`src/rtl/psr_map.vh`:
```
/*
 * Bit positions, reset values and register addresses of the processor
 * status word block.
 * Assumes inclusion by bare name from the design files of the block.
 */
`ifndef PSR_MAP_VH
`define PSR_MAP_VH

// ----------------------------------------------------------------------------
// APB register addresses
// ----------------------------------------------------------------------------
`define PSR_ADDR_STATUS 12'h000
`define PSR_ADDR_ARB_CTRL 12'h004
`define PSR_ADDR_ARB_STATUS 12'h008
`define PSR_ADDR_STACK_TOP 12'h00c

// ----------------------------------------------------------------------------
// Status word fields
// ----------------------------------------------------------------------------
`define PSR_CP_HI 23
`define PSR_CP_LO 22
`define PSR_RND_BIT 21
`define PSR_SAT_BIT 20
`define PSR_CE_BIT 19
`define PSR_SA_BIT 17
`define PSR_FV_BIT 16
`define PSR_LF_BIT 15
`define PSR_DM_BIT 14
`define PSR_SC_BIT 13
`define PSR_SCL_HI 11
`define PSR_SCL_LO 10
`define PSR_IM_HI 9
`define PSR_IM_LO 8
`define PSR_CC_S_BIT 7
`define PSR_CC_L_BIT 6

// ----------------------------------------------------------------------------
// Writable masks and reset values
// ----------------------------------------------------------------------------
`define PSR_EMR_MASK 8'hfb
`define PSR_MR_MASK 8'hef
`define PSR_CCR_MASK 8'hff
`define PSR_PMOVE_MASK 8'hc0
`define PSR_EMR_RESET 8'hc0
`define PSR_MR_RESET 8'h03
`define PSR_CCR_RESET 8'h00

// ----------------------------------------------------------------------------
// Core and DMA priority modes
// ----------------------------------------------------------------------------
`define PSR_CDP_DYNAMIC 2'h0
`define PSR_CDP_CORE_LT 2'h1
`define PSR_CDP_CORE_EQ 2'h2
`define PSR_CDP_CORE_GT 2'h3

`define PSR_STACK_DEPTH 16
`define PSR_STACK_AW 4

`endif

```
`src/rtl/psr_byte_reg.v`:
```
/*
 * One 8-bit slice of the status word with a masked write and reset value.
 * Assumes the caller merges all update sources into one write and data.
 */
`timescale 1ns/100ps

module psr_byte_reg #(
    parameter [7:0] RESET_VAL = 8'h00,
    parameter [7:0] WR_MASK = 8'hff
) (
    input wire pclk,
    input wire presetn,
    input wire clk_en,
    input wire wr_en,
    input wire [7:0] wr_data,
    input wire [7:0] wr_bits,
    output wire [7:0] value
);

    reg [7:0] byte_ff;
    wire [7:0] nxt_byte;
    wire [7:0] sel;

    // Only bits both allowed by the slice and chosen by the writer change.
    assign sel = wr_bits & WR_MASK;
    assign nxt_byte = (byte_ff & ~sel) | (wr_data & sel);
    assign value = byte_ff;

    always @(posedge pclk or negedge presetn) begin
        if (!presetn) begin
            byte_ff <= RESET_VAL;
        end else if (clk_en && wr_en) begin
            byte_ff <= nxt_byte;
        end
    end

endmodule // psr_byte_reg

```
`src/rtl/psr_bus_arb.v`:
```
/*
 * External bus arbiter between core program, X, Y requests and DMA.
 * Assumes requests are held until granted and a grant lasts one cycle.
 */
`timescale 1ns/100ps
`include "psr_map.vh"

module psr_bus_arb (
    input wire pclk,
    input wire presetn,
    input wire clk_en,
    input wire [1:0] core_pri,
    input wire [1:0] dma_pri,
    input wire [1:0] cdp_mode,
    input wire bus_free,
    input wire [3:0] req,
    output wire [3:0] grant,
    output wire [1:0] rr_ptr
);

    // Request order is bit 0 program, 1 X data, 2 Y data, 3 DMA.
    reg [1:0] ptr_ff;
    reg [1:0] nxt_ptr;
    reg [3:0] gnt;
    reg core_gt;
    reg core_lt;
    reg [2:0] i;
    reg [1:0] idx;
    reg found;
    wire core_req;

    assign core_req = |req[2:0];
    assign grant = gnt;
    assign rr_ptr = ptr_ff;

    // Static modes fix the outcome whatever the DMA priority, with no clamping at the ends.
    always @* begin
        core_gt = 1'b0;
        core_lt = 1'b0;
        case (cdp_mode)
            `PSR_CDP_DYNAMIC: begin
                core_gt = core_pri > dma_pri;
                core_lt = core_pri < dma_pri;
            end
            `PSR_CDP_CORE_LT: core_lt = 1'b1;
            `PSR_CDP_CORE_EQ: core_gt = 1'b0;
            default: core_gt = 1'b1;
        endcase
    end

    always @* begin
        gnt = 4'h0;
        nxt_ptr = ptr_ff;
        found = 1'b0;
        idx = 2'h0;
        if (bus_free) begin
            if (req[3] && core_req && core_gt) begin
                // Core wins; DMA waits for a later free slot.
                for (i = 3'h0; i < 3'h3; i = i + 3'h1) begin
                    idx = ptr_ff + i[1:0];
                    if (!found && idx != 2'h3 && req[idx]) begin
                        found = 1'b1;
                        gnt[idx] = 1'b1;
                        nxt_ptr = idx + 2'h1;
                    end
                end
                if (!found) begin
                    for (i = 3'h0; i < 3'h3; i = i + 3'h1) begin
                        if (!found && req[i[1:0]]) begin
                            found = 1'b1;
                            gnt[i[1:0]] = 1'b1;
                            nxt_ptr = i[1:0] + 2'h1;
                        end
                    end
                end
            end else if (req[3] && core_req && core_lt) begin
                gnt[3] = 1'b1;
                nxt_ptr = 2'h0;
            end else begin
                // Equal priority or a single requester: round robin P, X, Y, DMA.
                for (i = 3'h0; i < 3'h4; i = i + 3'h1) begin
                    idx = ptr_ff + i[1:0];
                    if (!found && req[idx]) begin
                        found = 1'b1;
                        gnt[idx] = 1'b1;
                        nxt_ptr = idx + 2'h1;
                    end
                end
            end
        end
    end

    always @(posedge pclk or negedge presetn) begin
        if (!presetn) begin
            ptr_ff <= 2'h0;
        end else if (clk_en) begin
            ptr_ff <= nxt_ptr;
        end
    end

endmodule // psr_bus_arb

```
`src/rtl/psr_status_reg.v`:
```
/*
 * Processor status word: three byte slices, stack push on loop and call,
 * APB access and core/DMA external bus arbitration.
 * Assumes core event strobes are one-cycle pulses synchronous to pclk.
 */
// Design decisions made here: register access over APB and the placing of the registers.
// How it works
// - 24-bit word built from three bytes
// - Push whole word on loop or call
// - Reset, exception, loop end, return, trap update modes
// - Status-word destination writes extended mode byte
// - Reset clears extended byte, priority reads 11
// - Loop start, AND, OR, moves update mode
// - Reset sets interrupt masks, clears other mode bits
// - ALU, moves, AND/OR, status writes update flags
// - Parallel move changes only scaling, limit
// - Reset clears all condition flags
// - Reserved bits read zero; software writes zero
// - Core priority field sets external access priority
// - Higher core priority makes DMA wait
// - Lower core priority makes core wait
// - Equal priorities share bus round robin
`timescale 1ns/100ps
`include "psr_map.vh"

module psr_status_reg (
    input wire pclk,
    input wire presetn,
    input wire clk_en,
    input wire psel,
    input wire penable,
    input wire pwrite,
    input wire [11:0] paddr,
    input wire [31:0] pwdata,
    output wire [31:0] prdata,
    output wire pready,
    output wire pslverr,
    input wire loop_init,
    input wire sub_jump,
    input wire mode_restore,
    input wire [23:0] restore_word,
    input wire loop_start,
    input wire [7:0] loop_mode_set,
    input wire word_dest_wr,
    input wire [23:0] word_dest_data,
    input wire mode_and_imm,
    input wire mode_or_imm,
    input wire cc_and_imm,
    input wire cc_or_imm,
    input wire [7:0] imm_data,
    input wire alu_update,
    input wire [7:0] alu_flags,
    input wire parallel_move,
    input wire [7:0] pmove_flags,
    input wire [1:0] dma_pri,
    input wire bus_free,
    input wire [3:0] ext_req,
    output wire [3:0] ext_grant,
    output wire [23:0] status_word,
    output wire [23:0] stack_data,
    output wire stack_push
);

    // ------------------------------------------------------------------
    // Register state
    // ------------------------------------------------------------------
    reg [1:0] cdp_ff;
    reg [23:0] stack_ff [0:`PSR_STACK_DEPTH-1];
    reg [`PSR_STACK_AW:0] sp_ff;
    reg [23:0] push_data_ff;
    reg push_ff;
    reg [31:0] rdata_ff;
    reg [31:0] nxt_rdata;
    reg slverr_ff;
    reg addr_ok;

    wire [7:0] emr_q;
    wire [7:0] mr_q;
    wire [7:0] ccr_q;
    wire [23:0] word;
    wire apb_wr;
    wire apb_rd;
    wire sw_word_wr;
    wire [3:0] grant_w;
    wire [1:0] ptr_w;

    assign apb_wr = psel && penable && pwrite && clk_en;
    assign apb_rd = psel && penable && !pwrite && clk_en;
    assign sw_word_wr = apb_wr && (paddr == `PSR_ADDR_STATUS);

    // ------------------------------------------------------------------
    // Extended mode byte
    // ------------------------------------------------------------------
    reg emr_wr;
    reg [7:0] emr_d;
    reg [7:0] emr_bits;

    always @* begin
        emr_wr = 1'b0;
        emr_d = emr_q;
        emr_bits = 8'hff;
        if (mode_restore) begin
            emr_wr = 1'b1;
            emr_d = restore_word[23:16];
        end else if (word_dest_wr) begin
            emr_wr = 1'b1;
            emr_d = word_dest_data[23:16];
        end else if (sw_word_wr) begin
            emr_wr = 1'b1;
            emr_d = pwdata[23:16];
        end
    end

    // Reset leaves the priority field at binary 11 and every flag clear.
    psr_byte_reg #(
        .RESET_VAL(`PSR_EMR_RESET),
        .WR_MASK(`PSR_EMR_MASK)
    ) u_emr (
        .pclk(pclk),
        .presetn(presetn),
        .clk_en(clk_en),
        .wr_en(emr_wr),
        .wr_data(emr_d),
        .wr_bits(emr_bits),
        .value(emr_q)
    );

    // ------------------------------------------------------------------
    // Mode byte
    // ------------------------------------------------------------------
    reg mr_wr;
    reg [7:0] mr_d;
    reg [7:0] mr_bits;

    always @* begin
        mr_wr = 1'b1;
        mr_d = mr_q;
        mr_bits = 8'hff;
        if (mode_restore) begin
            mr_d = restore_word[15:8];
        end else if (word_dest_wr) begin
            mr_d = word_dest_data[15:8];
        end else if (sw_word_wr) begin
            mr_d = pwdata[15:8];
        end else if (mode_and_imm) begin
            mr_d = mr_q & imm_data;
        end else if (mode_or_imm) begin
            mr_d = mr_q | imm_data;
        end else if (loop_start) begin
            mr_d = mr_q | loop_mode_set;
        end else begin
            mr_wr = 1'b0;
        end
    end

    psr_byte_reg #(
        .RESET_VAL(`PSR_MR_RESET),
        .WR_MASK(`PSR_MR_MASK)
    ) u_mr (
        .pclk(pclk),
        .presetn(presetn),
        .clk_en(clk_en),
        .wr_en(mr_wr),
        .wr_data(mr_d),
        .wr_bits(mr_bits),
        .value(mr_q)
    );

    // ------------------------------------------------------------------
    // Condition code byte
    // ------------------------------------------------------------------
    reg cc_wr;
    reg [7:0] cc_d;
    reg [7:0] cc_bits;

    always @* begin
        cc_wr = 1'b1;
        cc_d = ccr_q;
        cc_bits = 8'hff;
        if (mode_restore) begin
            cc_d = restore_word[7:0];
        end else if (word_dest_wr) begin
            cc_d = word_dest_data[7:0];
        end else if (sw_word_wr) begin
            cc_d = pwdata[7:0];
        end else if (cc_and_imm) begin
            cc_d = ccr_q & imm_data;
        end else if (cc_or_imm) begin
            cc_d = ccr_q | imm_data;
        end else if (alu_update || parallel_move) begin
            // An ALU result owns all flags, except S and L when a parallel move comes in the same cycle; a lone parallel move only S and L.
            cc_d = alu_update ? alu_flags : pmove_flags;
            cc_bits = alu_update ? 8'hff : `PSR_PMOVE_MASK;
            if (alu_update && parallel_move) begin
                cc_d = (alu_flags & ~`PSR_PMOVE_MASK) | (pmove_flags & `PSR_PMOVE_MASK);
            end
        end else begin
            cc_wr = 1'b0;
        end
    end

    psr_byte_reg #(
        .RESET_VAL(`PSR_CCR_RESET),
        .WR_MASK(`PSR_CCR_MASK)
    ) u_ccr (
        .pclk(pclk),
        .presetn(presetn),
        .clk_en(clk_en),
        .wr_en(cc_wr),
        .wr_data(cc_d),
        .wr_bits(cc_bits),
        .value(ccr_q)
    );

    // Byte layout fixes every flag at its documented position.
    assign word = {emr_q, mr_q, ccr_q};
    assign status_word = word;

    // ------------------------------------------------------------------
    // System stack push
    // ------------------------------------------------------------------
    integer k;

    always @(posedge pclk or negedge presetn) begin
        if (!presetn) begin
            sp_ff <= {(`PSR_STACK_AW+1){1'b0}};
            push_ff <= 1'b0;
            push_data_ff <= 24'h000000;
            for (k = 0; k < `PSR_STACK_DEPTH; k = k + 1) begin
                stack_ff[k] <= 24'h000000;
            end
        end else if (clk_en) begin
            push_ff <= loop_init || sub_jump;
            if (loop_init || sub_jump) begin
                push_data_ff <= word;
                stack_ff[sp_ff[`PSR_STACK_AW-1:0]] <= word;
                if (sp_ff != `PSR_STACK_DEPTH) begin
                    sp_ff <= sp_ff + 1'b1;
                end
            end
        end
    end

    assign stack_push = push_ff;
    assign stack_data = push_data_ff;

    // ------------------------------------------------------------------
    // External bus arbitration
    // ------------------------------------------------------------------
    psr_bus_arb u_arb (
        .pclk(pclk),
        .presetn(presetn),
        .clk_en(clk_en),
        .core_pri(emr_q[`PSR_CP_HI-16:`PSR_CP_LO-16]),
        .dma_pri(dma_pri),
        .cdp_mode(cdp_ff),
        .bus_free(bus_free),
        .req(ext_req),
        .grant(grant_w),
        .rr_ptr(ptr_w)
    );

    assign ext_grant = grant_w;

    // ------------------------------------------------------------------
    // APB slave
    // ------------------------------------------------------------------
    always @* begin
        addr_ok = 1'b1;
        nxt_rdata = 32'h00000000;
        case (paddr)
            `PSR_ADDR_STATUS: nxt_rdata = {8'h00, word};
            `PSR_ADDR_ARB_CTRL: nxt_rdata = {30'h00000000, cdp_ff};
            `PSR_ADDR_ARB_STATUS: nxt_rdata = {24'h000000, grant_w, ptr_w, dma_pri};
            `PSR_ADDR_STACK_TOP: nxt_rdata = {3'h0, sp_ff, push_data_ff};
            default: addr_ok = 1'b0;
        endcase
    end

    always @(posedge pclk or negedge presetn) begin
        if (!presetn) begin
            cdp_ff <= `PSR_CDP_DYNAMIC;
            rdata_ff <= 32'h00000000;
            slverr_ff <= 1'b0;
        end else if (clk_en) begin
            slverr_ff <= 1'b0;
            if (psel && !penable) begin
                rdata_ff <= nxt_rdata;
                slverr_ff <= !addr_ok;
            end
            if (apb_wr && paddr == `PSR_ADDR_ARB_CTRL) begin
                cdp_ff <= pwdata[1:0];
            end
        end
    end

    assign pready = 1'b1;
    assign prdata = apb_rd ? rdata_ff : 32'h00000000;
    assign pslverr = psel && penable && slverr_ff;

endmodule // psr_status_reg

```
`config.mk`:
```
export PLATFORM = sky130hd
export DESIGN_NAME = psr_status_reg
export DESIGN_NICKNAME = d
export VERILOG_FILES = /design/src/rtl/psr_byte_reg.v /design/src/rtl/psr_bus_arb.v /design/src/rtl/psr_status_reg.v
export VERILOG_INCLUDE_DIRS = /design/src /design/src/rtl
export SDC_FILE = /design/constraint.sdc
export NUM_CORES = 1
export LEC_CHECK = 0
export ABC_AREA = 1
export BUFFER_PORTS_ARGS = -buffer_cell sky130_fd_sc_hd__buf_2
export CAP_MARGIN = 20
export CORE_MARGIN = 3
export CORE_UTILIZATION = 40
export DETAILED_ROUTE_END_ITERATION = 8
export PLACE_DENSITY = 0.79
export SLEW_MARGIN = 0
export SYNTH_ARGS = -nofsm -noshare
export SYNTH_HDL_FRONTEND = slang
export SYNTH_SLANG_ARGS = --single-unit
export TNS_END_PERCENT = 50
```
`constraint.sdc`:
```
create_clock -name pclk -period 3.7 [get_ports pclk]
set_input_delay 1.11 -clock pclk [delete_from_list [all_inputs] [get_ports pclk]]
set_output_delay 1.11 -clock pclk [all_outputs]
set_load 0.1 [all_outputs]
```
==> results.json <==
{
  "ant_nets": 0,
  "grt_pass1_wl_um": 31200,
  "drc": 0,
  "grt_util_met1": 0.324,
  "use_met3": 0.0288,
  "htreeDepth": 3,
  "gr-usage-met2": 0.387,
  "first_pass_iters": 6,
  "cts_root_buffer": "clkbuf_16",
  "leakagePower_nw": 3.93,
  "final_cells": 1235,
  "final-max-slew-violation-count": 0,
  "synth_edf_count": 0,
  "maxClockFrequency_ghz": 0.270,
  "final_hold_viol_count": 0,
  "violations": "negative setup slack",
  "layout-drive-gt1-share": 0.310,
  "setup_viol": 1,
  "stdcell_area_um2": 8120,
  "fin_util": 0.572,
  "ys_async_sr_fraction": 1.00,
  "dp_cells": 1215,
  "slew_headroom": 0.443,
  "grt_max_degree": 83,
  "die_h_um": 128,
  "rsz0062_at_grt": "true",
  "antenna_found_initial": 0,
  "cp_max_fo": 5,
  "track_usage": 0.238,
  "worstHoldPathType": "reg -> reg",
  "core_area_um2": 14200,
  "max-vdd-ir-drop_mv": 0.323,
  "cts_tree": "yes",
  "cap_violations": 0,
  "grt_pass1_vias": 6072,
  "die_w_um": 128,
  "placementRows": 43,
  "nNetsFinal": 1211,
  "cts_sinks": 82,
  "power_mw": 4.81,
  "synth_top_area_frac": 0.328,
  "synthCells": 839,
  "status": "finished with violations",
  "vias": 6561,
  "ys_seq_elements": 82,
  "wl_per_cell_um": 16.2,
  "clk_latency_ns": 0.33,
  "hpwlAfterDp_um": 15600,
  "endpoint_kind": "output port",
  "drt_iter0_markers": 470,
  "synth_top_area_cell": "dfrtp_1",
  "cp.required_ns": 2.59,
  "port_buffers": 209,
  "clk_pin_slew_ns": 0.06,
  "arrival_ns": 2.59,
  "ys_top_cells_by_area": "dfrtp_1 33%, nand2_1 10%, o21ai_0 7.2%",
  "skew_ns": 0.00771,
  "gr-total-overflow": 0,
  "synth-seq-area-share": 0.346,
  "period_share": 1.00,
  "diodes": 0,
  "synth_ff_type": "dfrtp_1",
  "whs_ns": 0.485,
  "yosysUniqueCellTypes": 52,
  "cts_buffers": 9,
  "period_needed_ns": 3.70,
  "start_util": 0.419,
  "yosysWarnings": 0,
  "dieArea_um2": 16400,
  "setup_slack_ns": -0.000753,
  "gp_congestion": 0.945,
  "synthesis.area_um2": 5950,
  "power_density_nw_per_um2": 592,
  "top_usage_layer": "met2",
  "critPathLaunchType": "primary input",
  "ios": 235,
  "via_per_inst": 5.31,
  "area_growth_pct": 36.5,
  "tightest_slew_ns": 0.829,
  "syn_avg_cell_area_um2": 7.09,
  "wirelength_um": 20000,
  "clockBufferDepth": 2,
  "place_area_um2": 7720,
  "path_class": "in -> out"
}
==> logic make-up (layout without fill, tap and decap cells) <==
family / count (synthesis) / in the layout / share of synthesized area
multiplexers: 2 / 2 / 0.00379
buffers and inverters: 164 / 372 / 0.116
flip-flops: 82 / 82 / 0.346
other: 2 / 10 / 0.00126
AND/OR/NAND/NOR: 359 / 359 / 0.289
adder cells (fa/ha/maj): 13 / 13 / 0.0273
AO/OA/AOI/OAI: 212 / 212 / 0.209
XOR/XNOR: 5 / 5 / 0.00736
==> power by group <==
| part | total [mW] | switching [mW] | internal [mW] |
|---|---|---|---|
| Clock | 0.842 | 0.367 | 0.475 |
| Sequential | 1.14 | 0.121 | 1.02 |
| Combinational | 2.82 | 2.01 | 0.810 |
| Total | 4.81 | 2.50 | 2.30 |
==> cells in the mapped netlist (10+ instances only) <==
cell type and number:
ha_1 13, nor2_1 69, nand4_1 13, o211ai_1 10, clkbuf_1 23, a22oi_1 11, o21ai_0 85, a21oi_1 42
buf_4 11, nand3_1 76, dfrtp_1 78, o22ai_1 22, inv_1 111, nand2_1 158
==> final cells by class <==
class                   instances  area (um^2)
multi-input cells             601         3350
well taps                     180          225
repair buffers                235         1740
clock inverters                 4         30.0
inverters                     121          468
fillers                      1345         6080
clock buffers                  12          246
flip-flops and latches         82         2060
==> per-stage QoR <==
| stage | setup slack (ns) | setup TNS [ns] |
|---|---|---|
| 5_1_grt | -0.100 | -0.328 |
| 3_5_place_dp | -0.0645 | -0.170 |
| 4_1_cts | 0.0131 | 0 |
| 3_3_place_gp | -0.0501 | -0.101 |
| 2_1_floorplan | -0.429 | -10.37 |
| 6_report | -0.000753 | -0.000753 |
==> flip-flops by register name, indices dropped and copies added (netlist names), 2 cells and up, named ones only <==
register / cells
u_mr.value: 7
rdata_ff: 27
u_ccr.value: 2
cdp_ff: 2
sp_ff: 5
u_emr.value: 7
stack_data: 22
u_arb.rr_ptr: 2
==> final timing paths <==
path,startpoint,endpoint,slack [ns],cells after the start
min,rdata_ff[6],rdata_ff[6],0.48,2
max reg2reg,u_emr.value[6],u_arb.rr_ptr[0],1.35,15
min reg2reg,rdata_ff[6],rdata_ff[6],0.48,2
max,dma_pri[1],ext_grant[3],-0.0008,13
max in group asynchronous,presetn,u_mr.value[1],2.42,2
min in group asynchronous,presetn,rdata_ff[26],0.64,1
==> repair_timing <==
item / 4_1_cts / 5_1_grt
hold buffers: 0 / 0
setup buffers: 1 / 2
pin swaps: 6 / 5
endpoints found under the hold margin: 0 / 0
setup endpoints to repair: 4 / 4
resized for setup: 7 / 12
==> metal layers <==
metal,up-vias,part of all wire
met5,-,0
met4,0,0.034
met3,39,0.062
met2,285,0.47
met1,3021,0.43
li1,3216,-
==> critical path, stage by stage <==
cell and delay, ns:
buf_8 0.08, clkinv_4 0.05, ha_4 0.21, nand2_2 0.06
nand2_2 0.07, a21oi_2 0.11, nor2_1 0.05, nand2_1 0.09
inv_2 0.06, nor2_4 0.20, nand4_1 0.15, and2_4 0.18
buf_12 0.16
==> cells in the final DEF, fill, tap and decap left out, types with 10 or more instances in the layout <==
cell type / count
nor2_1: 68
nand4_1: 13
buf_4: 25
inv_1: 109
conb_1: 10
ha_1: 10
a21oi_1: 37
o21ai_0: 85
a22oi_1: 11
nand2_2: 13
o211ai_1: 10
dfrtp_1: 78
buf_12: 31
o22ai_1: 22
nand3_1: 76
nand2_1: 149
buf_2: 176
No activity file was read; power rests on OpenSTA's default activity.
